--- src/pkg/sleep_ctrl_params.svh ---
// timing constants and register map for the serial sleep controller
`ifndef SLEEP_CTRL_PARAMS_SVH
`define SLEEP_CTRL_PARAMS_SVH
`define CLK_HZ 40000000
`define FRAME_NS 4616000
`define FRAMES_PER_MULTIFRAME 51
`define FACTOR_MIN 4'h2
`define FACTOR_MAX 4'h9
`define FACTOR_RESET 4'h2
`define CLEAR_LOW_NS 4600000
`define RX_WINDOW_NS 9200000
`define TENTH_NS 100000000
`define FOLLOWUP_MIN_TENTHS 16'h0005
`define FOLLOWUP_MAX_TENTHS 16'h8CA0
`define FOLLOWUP_RESET_TENTHS 16'h0014
`define WAKE_DELAY_MS 60
`define ADDR_LEVEL 12'h000
`define ADDR_FOLLOWUP 12'h004
`define ADDR_FACTOR 12'h008
`define ADDR_CONFIG 12'h00C
`define ADDR_EVENT 12'h010
`define ADDR_STATUS 12'h014
`define LEVEL_RESET 4'h1
`define CFG_HWFLOW_BIT 0
`define CFG_IND_BIT 1
`define CFG_AUTH_BIT 2
`define CFG_ALARM_BIT 3
`define CFG_RESET 4'h0
`endif

--- src/pkg/sleep_ctrl_pkg.sv ---
// types shared by the serial sleep controller
package sleep_ctrl_pkg;
   typedef enum logic [3:0] {
      LVL_NONCYCLIC = 4'h0,
      LVL_FULL = 4'h1,
      LVL_CYCLIC_FIXED = 4'h7,
      LVL_CYCLIC_PROG = 4'h9
   } level_e;
   typedef struct packed {
      logic urc;
      logic call_in;
      logic msg_in;
      logic pkt_xfer;
      logic rtc_alarm;
      logic ignition;
   } wake_events_s;
   typedef struct packed {
      logic rx_start;
      logic tx_pending;
      logic char_done;
   } uart_activity_s;
endpackage

--- src/rtl/serial_sleep_wakeup_control.sv ---
// sleep level control with clear-line scheduling for two serial ports
`timescale 1ns/100ps
`include "sleep_ctrl_params.svh"

// overview of operation
// - one sleep level register selects full operation, non-cyclic sleep or one of two cyclic sleeps
// - full operation (level 1) keeps both clear lines low and never saves power
// - non-cyclic sleep (level 0) blocks the interface and holds both clear lines high
// - in level 0 the paging listen happens internally; the host never sees it
// - any quitting event in level 0 returns the level register to full operation
// - quitting events: result codes, incoming calls, indicated messages, clock alarms
// - a falling request line on either port also quits level 0
// - cyclic sleeps (levels 7 and 9) open the interface in step with the paging cycle
// - each paging wake pulls the clear lines low for a fixed listen time
// - a start bit inside the longer receive window keeps the interface open
// - a pending transmit character also pulls the clear lines low
// - after traffic the follow-up counter holds the interface open
// - level 7 uses a fixed follow-up hold; level 9 uses the programmed one
// - in level 9 a request fall wakes the device temporarily, after a receive delay
// - in level 7 a request fall is flow control only and does not wake
// - ignition and unindicated messages never wake in any level
// - without authentication or in alarm mode the level is kept but not applied
//
// timing notes
// - every count is in system clock cycles, derived from the nanosecond constants and the millisecond wake delay
// - the paging interval is frame time times frames per multiframe times factor
// - the network factor is clamped into its legal range on write
// - the follow-up time is held in tenths of a second and clamped on write
// - follow-up counter width covers the longest hold at the nominal clock
// - the receive delay after a request fall stands in for internal wake latency
//
// register bus notes
// - zero wait state bus: ready is tied high
// - read data is captured in the setup cycle and stands during the access phase
// - unmapped addresses answer with an error and read as zero
// - level writes other than the four defined levels are ignored
// - a level 0 quit takes priority over a level write in the same cycle
// - any register write counts as a serial command for temporary wake
//
// port notes
// - request lines are active low levels, sampled each cycle for falls
// - clear lines are active low, registered, and always identical on both ports
// - uart enable is the inverse of the clear line
// - power saving follows the registered clear line so it never leads it
// - wake events and uart activity are active high and may be single-cycle pulses
//
// hazards and limits
// - request lines are taken as synchronous; an outside synchroniser is expected
// - the clear line reacts one cycle after its cause
// - the paging counter runs free in every level so windows keep their phase
// - changing the factor mid-interval stretches or cuts that one interval only
// - a request fall while already active in level 9 restarts the hold without delay
// - the event counter wraps and never saturates; software clears it by writing
//
// reset notes
// - reset is asynchronous and active low
// - during reset both clear lines are low and power saving is off
// - the request edge detectors reset to the idle high level, so no false fall
// - configuration resets with saving inhibited until authentication is set
//
// test notes
// - all cycle counts are parameters so a bench can shorten them
// - small values keep the paging windows visible within a short run
// - the follow-up load for level 7 uses the reset follow-up value

module serial_sleep_wakeup_control #(
   parameter int CLK_HZ = `CLK_HZ,
   parameter int FRAME_CYCLES = (`FRAME_NS / 1000) * (CLK_HZ / 1000) / 1000,
   parameter int CLEAR_LOW_CYCLES = (`CLEAR_LOW_NS / 1000) * (CLK_HZ / 1000) / 1000,
   parameter int RX_WINDOW_CYCLES = (`RX_WINDOW_NS / 1000) * (CLK_HZ / 1000) / 1000,
   parameter int TENTH_CYCLES = (`TENTH_NS / 1000) * (CLK_HZ / 1000) / 1000,
   parameter int WAKE_DELAY_CYCLES = `WAKE_DELAY_MS * (CLK_HZ / 1000)
) (
   input wire logic sys_clk,
   input wire logic rstn,
   input wire logic psel,
   input wire logic penable,
   input wire logic pwrite,
   input wire logic [11:0] paddr,
   input wire logic [31:0] pwdata,
   output logic [31:0] prdata,
   output logic pready,
   output logic pslverr,
   input wire logic host_request_line_a,
   input wire logic host_request_line_b,
   output logic device_clear_line_a,
   output logic device_clear_line_b,
   input wire sleep_ctrl_pkg::wake_events_s wake_events,
   input wire sleep_ctrl_pkg::uart_activity_s uart_activity,
   output logic uart_enable,
   output logic power_saving
);
   import sleep_ctrl_pkg::*;

   localparam int PAGE_W = 32;
   // one hour in tenths times the tenth count needs 38 bits
   localparam int FOLLOW_W = 38;

   // register map
   // - level register: low four bits hold the sleep level
   // - follow-up register: low sixteen bits hold tenths of a second
   // - factor register: low four bits hold the network factor
   // - config register: flow control, indication, authentication, alarm mode
   // - event register: count of wake events, cleared by any write
   // - status register: power saving, uart enable, clear line

   level_e level_reg;
   logic [15:0] followup_reg;
   logic [3:0] factor_reg;
   logic [3:0] config_reg;
   logic req_a_reg, req_b_reg;
   logic [PAGE_W-1:0] page_cnt_reg;
   logic [FOLLOW_W-1:0] follow_cnt_reg;
   logic [31:0] wake_delay_reg;
   logic clear_n_reg;
   logic [31:0] event_count_reg;

   logic wr, rd, req_fall, saving_allowed, cyclic, window_low, window_rx, active, page_wrap;
   logic quit_event, temp_event, traffic;
   logic [PAGE_W-1:0] page_period;
   logic [FOLLOW_W-1:0] follow_load;

   // clamp a requested factor into its legal range
   function automatic logic [3:0] clamp_factor(input logic [3:0] f);
      if (f < `FACTOR_MIN) return `FACTOR_MIN;
      else if (f > `FACTOR_MAX) return `FACTOR_MAX;
      else return f;
   endfunction

   // clamp a follow-up time in tenths of a second
   function automatic logic [15:0] clamp_followup(input logic [15:0] t);
      if (t < `FOLLOWUP_MIN_TENTHS) return `FOLLOWUP_MIN_TENTHS;
      else if (t > `FOLLOWUP_MAX_TENTHS) return `FOLLOWUP_MAX_TENTHS;
      else return t;
   endfunction

   // apb strobes, single wait-free access
   assign wr = psel && penable && pwrite;
   assign rd = psel && penable && !pwrite;
   assign pready = 1'b1;
   assign pslverr = psel && penable && !(paddr == `ADDR_LEVEL || paddr == `ADDR_FOLLOWUP ||
      paddr == `ADDR_FACTOR || paddr == `ADDR_CONFIG || paddr == `ADDR_EVENT || paddr == `ADDR_STATUS);

   // shared request fall detection for both ports
   assign req_fall = (req_a_reg && !host_request_line_a) || (req_b_reg && !host_request_line_b);
   assign cyclic = (level_reg == LVL_CYCLIC_FIXED) || (level_reg == LVL_CYCLIC_PROG);
   assign saving_allowed = config_reg[`CFG_AUTH_BIT] && !config_reg[`CFG_ALARM_BIT];

   // paging interval: frame * 51 * factor
   assign page_period = PAGE_W'(FRAME_CYCLES) * PAGE_W'(`FRAMES_PER_MULTIFRAME) * PAGE_W'(factor_reg);
   assign page_wrap = (page_cnt_reg >= page_period - 1'b1);
   assign window_low = (page_cnt_reg < PAGE_W'(CLEAR_LOW_CYCLES));
   assign window_rx = (page_cnt_reg < PAGE_W'(RX_WINDOW_CYCLES));

   // events that quit level 0, ignition and unindicated messages excluded
   assign quit_event = wake_events.urc || wake_events.call_in || wake_events.rtc_alarm ||
      (wake_events.msg_in && config_reg[`CFG_IND_BIT]);
   // events that wake a cyclic level temporarily
   assign temp_event = quit_event || wake_events.pkt_xfer || wr ||
      (req_fall && level_reg == LVL_CYCLIC_PROG);
   assign traffic = uart_activity.char_done || uart_activity.tx_pending ||
      (uart_activity.rx_start && window_rx);
   assign follow_load = (level_reg == LVL_CYCLIC_PROG) ?
      FOLLOW_W'(followup_reg) * FOLLOW_W'(TENTH_CYCLES) :
      FOLLOW_W'(`FOLLOWUP_RESET_TENTHS) * FOLLOW_W'(TENTH_CYCLES);
   assign active = (follow_cnt_reg != '0) && (wake_delay_reg == '0);

   // sample request lines for edge detection
   always_ff @(posedge sys_clk or negedge rstn) begin
      if (!rstn) begin
         req_a_reg <= 1'b1;
         req_b_reg <= 1'b1;
      end else begin
         req_a_reg <= host_request_line_a;
         req_b_reg <= host_request_line_b;
      end
   end

   // sleep level register, written over apb or quit by wake events
   always_ff @(posedge sys_clk or negedge rstn) begin
      if (!rstn) begin
         level_reg <= LVL_FULL;
      end else if (level_reg == LVL_NONCYCLIC && (quit_event || req_fall)) begin
         level_reg <= LVL_FULL;
      end else if (wr && paddr == `ADDR_LEVEL) begin
         if (pwdata[3:0] == 4'h0) level_reg <= LVL_NONCYCLIC;
         else if (pwdata[3:0] == 4'h7) level_reg <= LVL_CYCLIC_FIXED;
         else if (pwdata[3:0] == 4'h9) level_reg <= LVL_CYCLIC_PROG;
         else if (pwdata[3:0] == 4'h1) level_reg <= LVL_FULL;
      end
   end

   // configuration registers
   always_ff @(posedge sys_clk or negedge rstn) begin
      if (!rstn) begin
         followup_reg <= `FOLLOWUP_RESET_TENTHS;
         factor_reg <= `FACTOR_RESET;
         config_reg <= `CFG_RESET;
      end else if (wr) begin
         if (paddr == `ADDR_FOLLOWUP) followup_reg <= clamp_followup(pwdata[15:0]);
         else if (paddr == `ADDR_FACTOR) factor_reg <= clamp_factor(pwdata[3:0]);
         else if (paddr == `ADDR_CONFIG) config_reg <= pwdata[3:0];
      end
   end

   // paging interval counter
   always_ff @(posedge sys_clk or negedge rstn) begin
      if (!rstn) begin
         page_cnt_reg <= '0;
      end else if (page_wrap) begin
         page_cnt_reg <= '0;
      end else begin
         page_cnt_reg <= page_cnt_reg + 1'b1;
      end
   end

   // follow-up hold after traffic or temporary wake
   always_ff @(posedge sys_clk or negedge rstn) begin
      if (!rstn) begin
         follow_cnt_reg <= '0;
      end else if (!cyclic) begin
         follow_cnt_reg <= '0;
      end else if (traffic || temp_event) begin
         follow_cnt_reg <= follow_load;
      end else if (follow_cnt_reg != '0) begin
         follow_cnt_reg <= follow_cnt_reg - 1'b1;
      end
   end

   // receive-ready delay after a request fall at level 9
   always_ff @(posedge sys_clk or negedge rstn) begin
      if (!rstn) begin
         wake_delay_reg <= '0;
      end else if (req_fall && level_reg == LVL_CYCLIC_PROG && wake_delay_reg == '0 && !active) begin
         wake_delay_reg <= 32'(WAKE_DELAY_CYCLES);
      end else if (wake_delay_reg != '0) begin
         wake_delay_reg <= wake_delay_reg - 1'b1;
      end
   end

   // clear line level, active low, same for both ports
   always_ff @(posedge sys_clk or negedge rstn) begin
      if (!rstn) begin
         clear_n_reg <= 1'b0;
      end else if (!saving_allowed || level_reg == LVL_FULL) begin
         clear_n_reg <= 1'b0;
      end else if (level_reg == LVL_NONCYCLIC) begin
         clear_n_reg <= 1'b1;
      end else begin
         clear_n_reg <= !(window_low || active || traffic);
      end
   end

   // count of wake events seen, for software inspection
   always_ff @(posedge sys_clk or negedge rstn) begin
      if (!rstn) begin
         event_count_reg <= '0;
      end else if (wr && paddr == `ADDR_EVENT) begin
         event_count_reg <= '0;
      end else if (quit_event || temp_event && !wr) begin
         event_count_reg <= event_count_reg + 1'b1;
      end
   end

   // read data
   always_ff @(posedge sys_clk or negedge rstn) begin
      if (!rstn) begin
         prdata <= '0;
      end else if (psel && !penable && !pwrite) begin
         if (paddr == `ADDR_LEVEL) prdata <= {28'h0000000, level_reg};
         else if (paddr == `ADDR_FOLLOWUP) prdata <= {16'h0000, followup_reg};
         else if (paddr == `ADDR_FACTOR) prdata <= {28'h0000000, factor_reg};
         else if (paddr == `ADDR_CONFIG) prdata <= {28'h0000000, config_reg};
         else if (paddr == `ADDR_EVENT) prdata <= event_count_reg;
         else if (paddr == `ADDR_STATUS) prdata <= {29'h00000000, power_saving, uart_enable, clear_n_reg};
         else prdata <= '0;
      end
   end

   // both ports share one clear line state
   assign device_clear_line_a = clear_n_reg;
   assign device_clear_line_b = clear_n_reg;
   assign uart_enable = !clear_n_reg;
   // saving follows the registered clear line so it never leads the blocked interface
   assign power_saving = saving_allowed && clear_n_reg && (level_reg == LVL_NONCYCLIC ||
      cyclic);
endmodule // serial_sleep_wakeup_control

--- config.mk ---
export PLATFORM = sky130hd
export DESIGN_NAME = serial_sleep_wakeup_control
export DESIGN_NICKNAME = d
export VERILOG_FILES = /design/src/pkg/sleep_ctrl_pkg.sv /design/src/rtl/serial_sleep_wakeup_control.sv
export VERILOG_INCLUDE_DIRS = /design/src /design/src/pkg
export SDC_FILE = /design/constraint.sdc
export NUM_CORES = 1
export LEC_CHECK = 0
export ABC_AREA = 0
export BUFFER_PORTS_ARGS = -buffer_cell sky130_fd_sc_hd__buf_2
export CORE_ASPECT_RATIO = 0.5
export CORE_MARGIN = 1.5
export CORE_UTILIZATION = 60
export CTS_CLUSTER_SIZE = 8
export DETAILED_ROUTE_END_ITERATION = 10
export GPL_ROUTABILITY_DRIVEN = 1
export PLACE_DENSITY = 0.78
export REMOVE_ABC_BUFFERS = 1
export SLEW_MARGIN = 20
export SYNTH_ARGS = -nofsm -noshare
export SYNTH_HDL_FRONTEND = slang
export SYNTH_SLANG_ARGS = --single-unit
--- constraint.sdc ---
create_clock -name sys_clk -period 7.55 [get_ports sys_clk]
set_clock_uncertainty 0.15 [all_clocks]
set_input_delay 0.755 -clock sys_clk [delete_from_list [all_inputs] [get_ports sys_clk]]
set_output_delay 0.755 -clock sys_clk [all_outputs]
set_load 0.005 [all_outputs]
==> report_table.html <==
<table>
<tr><th>Metric</th><th>Value</th></tr>
<tr><th colspan="2">Synthesis</th></tr>
<tr><td>Post-synthesis cell count</td><td>approximately 2,000</td></tr>
<tr><td>Predominant post-synthesis flop cell</td><td>sky130_fd_sc_hd__dfrtp_1</td></tr>
<tr><td>Complex-gate fraction of the synthesized area</td><td>12.46%</td></tr>
<tr><td>Mux contribution to synthesized area</td><td>less than 1%</td></tr>
<tr><td>Number of enable flip-flop cells after synthesis</td><td>0</td></tr>
<tr><td>Largest family of logic cells by synthesized area</td><td>adder cells</td></tr>
<tr><td>Number of distinct standard cells referenced by the synthesized netlist</td><td>92</td></tr>
<tr><td>Mean area per synthesized cell</td><td>around 9.5 µm²</td></tr>
<tr><td>Count of yosys warnings during synthesis</td><td>0</td></tr>
<tr><td>Post-Synth Adder-Cell Area</td><td>29.73%</td></tr>
<tr><td>Area share of xor/xnor cells in the synthesized design</td><td>8.403%</td></tr>
<tr><td>Syn Std Cell Area</td><td>roughly 19,000 µm²</td></tr>
<tr><td>Flops &amp; latches, synth</td><td>about 200</td></tr>
<tr><td>Simple logic cell fraction of the synthesized area</td><td>16.60%</td></tr>
<tr><td>Seq/Total Area, Yosys</td><td>26.04%</td></tr>
<tr><td>Fraction of synthesis flops using an asynchronous set or reset pin</td><td>100.0%</td></tr>
<tr><th colspan="2">Critical path</th></tr>
<tr><td>Most frequent cell on the critical path</td><td>sky130_fd_sc_hd__fa_1</td></tr>
<tr><td>Endpoint of the worst register-to-register path</td><td>follow_cnt_reg[34]</td></tr>
<tr><td>CP peak stage delay</td><td>830 ps</td></tr>
<tr><td>Crit path launch type</td><td>register</td></tr>
<tr><td>Critical path destination</td><td>follow_cnt_reg[34]</td></tr>
<tr><td>Worst Reg-to-Reg Cells</td><td>17</td></tr>
<tr><td>Data required time at the worst endpoint</td><td>7740 ps</td></tr>
<tr><td>Critical-path cell with the highest stage delay</td><td>sky130_fd_sc_hd__fa_1</td></tr>
<tr><td>Worst setup path startpoint</td><td>followup_reg[9]</td></tr>
<tr><td>Worst R2R Setup Slack</td><td>~680 ps</td></tr>
<tr><td>Worst-path maximum fanout</td><td>10</td></tr>
<tr><td>Critical setup path kind</td><td>reg2reg</td></tr>
<tr><td>Critical path depth in cells</td><td>17</td></tr>
<tr><td>Cells traversed along the worst timing path</td><td>fa_1 &gt; fa_1 &gt; inv_1 &gt; fa_1 &gt; fa_1 &gt; inv_1 &gt; fa_1 &gt; fa_1 &gt; ha_1 &gt; a21o_1 &gt; a31o_2 &gt; a221oi_1 &gt; o21ai_1 &gt; o2111ai_1 &gt; a21oi_1 &gt; or4_1 &gt; and3_1</td></tr>
<tr><td>Buf+Inv Stages, Crit Path</td><td>2</td></tr>
<tr><td>Crit path arrival time</td><td>between 7000 and 8000 ps</td></tr>
<tr><td>Launch point of the worst reg-to-reg path</td><td>followup_reg[9]</td></tr>
<tr><td>Critical Path Sink Type</td><td>register</td></tr>
<tr><td>Category of cells accounting for the largest share of critical-path delay</td><td>adder cells</td></tr>
<tr><th colspan="2">Finish</th></tr>
<tr><td>Ratio of cells with drive above 1 in the final layout</td><td>9.113%</td></tr>
<tr><td>Number of nets in the layout</td><td>2,438</td></tr>
<tr><td>Fill cell total of the finished layout</td><td>2,518</td></tr>
<tr><td>Commonest non-fill, non-tap cell in the layout</td><td>sky130_fd_sc_hd__inv_1</td></tr>
<tr><td>Growth of design area from synthesis to finish</td><td>7.580%</td></tr>
<tr><td>Non-Filler Instances</td><td>2,475</td></tr>
<tr><td>Largest register FFs</td><td>38</td></tr>
<tr><td>Area taken by flip-flops and latches</td><td>4912 µm²</td></tr>
<tr><td>Antenna diodes</td><td>0</td></tr>
<tr><td>Combined area of the multi-input logic cells</td><td>between 10,000 and 15,000 µm²</td></tr>
<tr><td>Commonest cells after routing, fill and taps aside</td><td>231 x sky130_fd_sc_hd__inv_1, 190 x sky130_fd_sc_hd__dfrtp_1, 182 x sky130_fd_sc_hd__fa_1, 168 x sky130_fd_sc_hd__nand2_1, 157 x sky130_fd_sc_hd__ha_1</td></tr>
<tr><th colspan="2">Floorplan</th></tr>
<tr><td>Die H</td><td>128.4 µm</td></tr>
<tr><td>Area enclosed by the die boundary</td><td>32,580 µm²</td></tr>
<tr><td>Number of top-level pins</td><td>98</td></tr>
<tr><td>Std cell rows</td><td>45</td></tr>
<tr><td>Area of the core</td><td>30,630 µm²</td></tr>
<tr><td>Die X-Extent</td><td>253.8 µm</td></tr>
<tr><td>Starting density of the core</td><td>61.59%</td></tr>
<tr><th colspan="2">Clock network</th></tr>
<tr><td>Clock network latency to the later pin of the worst-skew pair</td><td>460 ps</td></tr>
<tr><td>Number of clock buffers inserted by TritonCTS</td><td>17</td></tr>
<tr><td>Root buf cell</td><td>sky130_fd_sc_hd__clkbuf_16</td></tr>
<tr><td>CTS tree</td><td>done</td></tr>
<tr><td>Clock Pin Slew Worst Setup and Hold Paths</td><td>around 80 ps</td></tr>
<tr><td>H-tree levels</td><td>4</td></tr>
<tr><td>Cts repair resizes</td><td>0</td></tr>
<tr><td>CTS max path bufs</td><td>2</td></tr>
<tr><td>Post-CTS setup buffer count</td><td>0</td></tr>
<tr><td>Hold buffers post-CTS</td><td>0</td></tr>
<tr><td>Total clock sinks</td><td>196</td></tr>
<tr><th colspan="2">Timing</th></tr>
<tr><td>Max Clock Freq</td><td>0.1455 GHz</td></tr>
<tr><td>Worst slew pin tran</td><td>approximately 1100 ps</td></tr>
<tr><td>Post-route setup TNS</td><td>0 ps</td></tr>
<tr><td>Final critical-path required period</td><td>6874 ps</td></tr>
<tr><td>Worst Hold Slack</td><td>229.0 ps</td></tr>
<tr><td>Final Setup Violations</td><td>0</td></tr>
<tr><td>Setup repair after global routing missed its margin</td><td>no</td></tr>
<tr><td>Number of pins exceeding their max-slew limit in the final report</td><td>0</td></tr>
<tr><td>Final count of hold timing violations</td><td>0</td></tr>
<tr><td>Worst slew margin relative to its limit</td><td>29.18%</td></tr>
<tr><td>Ratio of final minimum period to clock period</td><td>91.04%</td></tr>
<tr><th colspan="2">Global route</th></tr>
<tr><td>Antenna violations before repair</td><td>0</td></tr>
<tr><td>Via count of the first global-routing pass</td><td>14,380</td></tr>
<tr><td>First-pass GRT wire length</td><td>72,080 µm</td></tr>
<tr><td>Overall routing resource usage</td><td>between 20% and 30%</td></tr>
<tr><td>Maximum number of pins on one net before global-route repair</td><td>122</td></tr>
<tr><td>Total congestion overflow after global routing</td><td>0</td></tr>
<tr><th colspan="2">Power and ir drop</th></tr>
<tr><td>Switching power as a share of total power</td><td>28.13%</td></tr>
<tr><td>Internal</td><td>0.001606 W</td></tr>
<tr><td>Maximum vdd ir drop</td><td>0.1714 mV</td></tr>
<tr><td>Lkg Pwr</td><td>9.788 nW</td></tr>
<tr><td>Final Power</td><td>0.002235 W</td></tr>
<tr><td>Seq pwr share</td><td>50.3%</td></tr>
<tr><td>Pwr Density</td><td>110.1 nW/µm²</td></tr>
<tr><td>Fraction of power consumed by the clock network</td><td>39.5%</td></tr>
<tr><td>Logic gate share of total power</td><td>10.2%</td></tr>
<tr><td>Net switching power figure</td><td>0.0006288 W</td></tr>
<tr><th colspan="2">Drt</th></tr>
<tr><td>Number of optimization iterations in the first detailed-route pass</td><td>5</td></tr>
<tr><td>Wire length per cell</td><td>17.46 µm</td></tr>
<tr><td>Total DRC errors in the routed layout</td><td>0</td></tr>
<tr><td>Count of vias placed by the detailed router</td><td>14,450</td></tr>
<tr><td>Number of routed nets with antenna violations</td><td>0</td></tr>
<tr><td>Violation count after the first detailed-route iteration</td><td>1,065</td></tr>
<tr><td>Drt total wl</td><td>43,220 µm</td></tr>
<tr><td>Post-detailed-route via-to-cell ratio</td><td>a little under 6</td></tr>
<tr><th colspan="2">Flow run</th></tr>
<tr><td>Number of max-capacitance violations reported</td><td>0</td></tr>
<tr><th colspan="2">Status</th></tr>
<tr><td>Run status</td><td>completed</td></tr>
<tr><th colspan="2">Place</th></tr>
<tr><td>Count of input and output buffers</td><td>79</td></tr>
<tr><td>Number of cells in the design after placement</td><td>2,443</td></tr>
<tr><td>Final Wtd Congestion</td><td>0.9481</td></tr>
<tr><td>HPWL after detailed placement</td><td>between 30,000 and 40,000 µm</td></tr>
<tr><th colspan="2">Worst hold path</th></tr>
<tr><td>Hold/Removal Path Class</td><td>in2async</td></tr>
</table>
==> layer usage <==
| layer | share of wire, % | GRT usage [%] | routed length (µm) | vias up |
|---|---|---|---|---|
| met2 | 49 | 47.35 | 21340 | 292 |
| met5 | 0 | 0 | 0 | - |
| met4 | 1.7 | 6.863 | 742 | 0 |
| met3 | 3.5 | 3.217 | 1510 | 50 |
| li1 | - | - | - | 6862 |
| met1 | 45 | 38.59 | 19630 | 7246 |
==> per-stage QoR <==
stage / utilization, % / worst slack [ps] / cell area (µm²)
finish: 66.26 / 676.4 / 20300
global route: 66.26 / 273.5 / 20300
CTS: 66.26 / 677.8 / 20300
detailed placement: 64.41 / 694.2 / 19730
global placement: 64.41 / 774.6 / 19730
floorplan: - / 948.4 / 18640
==> synthesized netlist by cell type (all sizes together) (5+ instances only) <==
| master | instances | area, µm² |
|---|---|---|
| a21o | 33 | 247.7 |
| a22oi | 14 | 105.1 |
| nor4b | 7 | 82.57 |
| nor4 | 27 | 181.4 |
| nor3b | 5 | 37.54 |
| o21ai | 92 | 464.2 |
| and3 | 19 | 118.9 |
| ha | 157 | 1964 |
| mux2i | 7 | 70.07 |
| a21boi | 5 | 37.54 |
| o21a | 10 | 75.07 |
| nor3 | 61 | 341.6 |
| or4 | 11 | 90.08 |
| o21bai | 7 | 52.55 |
| o311ai | 5 | 43.79 |
| nor2 | 150 | 563.0 |
| clkbuf | 43 | 161.4 |
| a31oi | 6 | 37.54 |
| xnor2 | 105 | 919.6 |
| nand3 | 45 | 225.2 |
| nand4 | 24 | 150.1 |
| o31ai | 5 | 37.54 |
| dfstp | 6 | 157.7 |
| or3 | 25 | 167.7 |
| dfrtp | 190 | 4755 |
| o22ai | 7 | 43.79 |
| mux2 | 9 | 101.4 |
| buf | 11 | 66.31 |
| a22o | 8 | 70.07 |
| fa | 182 | 3643 |
| xor2 | 76 | 665.6 |
| and4 | 7 | 61.31 |
| nand2 | 170 | 640.6 |
| o211ai | 7 | 52.55 |
| nor2b | 11 | 68.82 |
| a221oi | 18 | 157.7 |
| nand2b | 19 | 118.9 |
| a211oi | 21 | 162.6 |
| a21oi | 67 | 339.1 |
| and2 | 7 | 43.79 |
| inv | 233 | 874.6 |
| or2 | 10 | 62.56 |
==> power by group through the flow <==
stage	clock (W)	sequential, W	combinational (W)
2_1_floorplan	0	0.00113	0.000151
3_3_place_gp	0	0.00114	0.000222
3_5_place_dp	0	0.00114	0.000227
4_1_cts	0.000894	0.00112	0.000229
5_1_grt	0.000937	0.00113	0.000257
6_report	0.000884	0.00112	0.000227
==> kinds of logic (layout without fill, tap and decap cells) <==
group                    count (synthesis)  after routing
AO/OA/AOI/OAI                          342            342
XOR/XNOR                               181            181
adder cells (fa/ha/maj)                339            339
buffers and inverters                  287            361
flip-flops                             196            196
multiplexers                            16             16
other                                    1              1
AND/OR/NAND/NOR                        616            616
==> worst min path at each step <==
stage | start | end | depth (start not counted)
after CTS | host_request_line_a | req_a_reg | 1
after detailed placement | wake_delay_reg[31] | wake_delay_reg[31] | 1
after global placement | wake_delay_reg[31] | wake_delay_reg[31] | 1
final | rstn | page_cnt_reg[11] | 1
after floorplan | config_reg[3] | device_clear_line_a | 1
after global routing | host_request_line_b | req_b_reg | 1
==> layout make-up <==
class                      instances  share of cell area, %
tap                              423                  2.608
clock buffer                      17                  2.096
clock inverter                    15                 0.7028
inverter                         233                  4.309
multi-input combinational       1495                  63.46
timing repair buffer              96                  2.620
sequential                       196                  24.20
(Power assumes the default switching activity.)
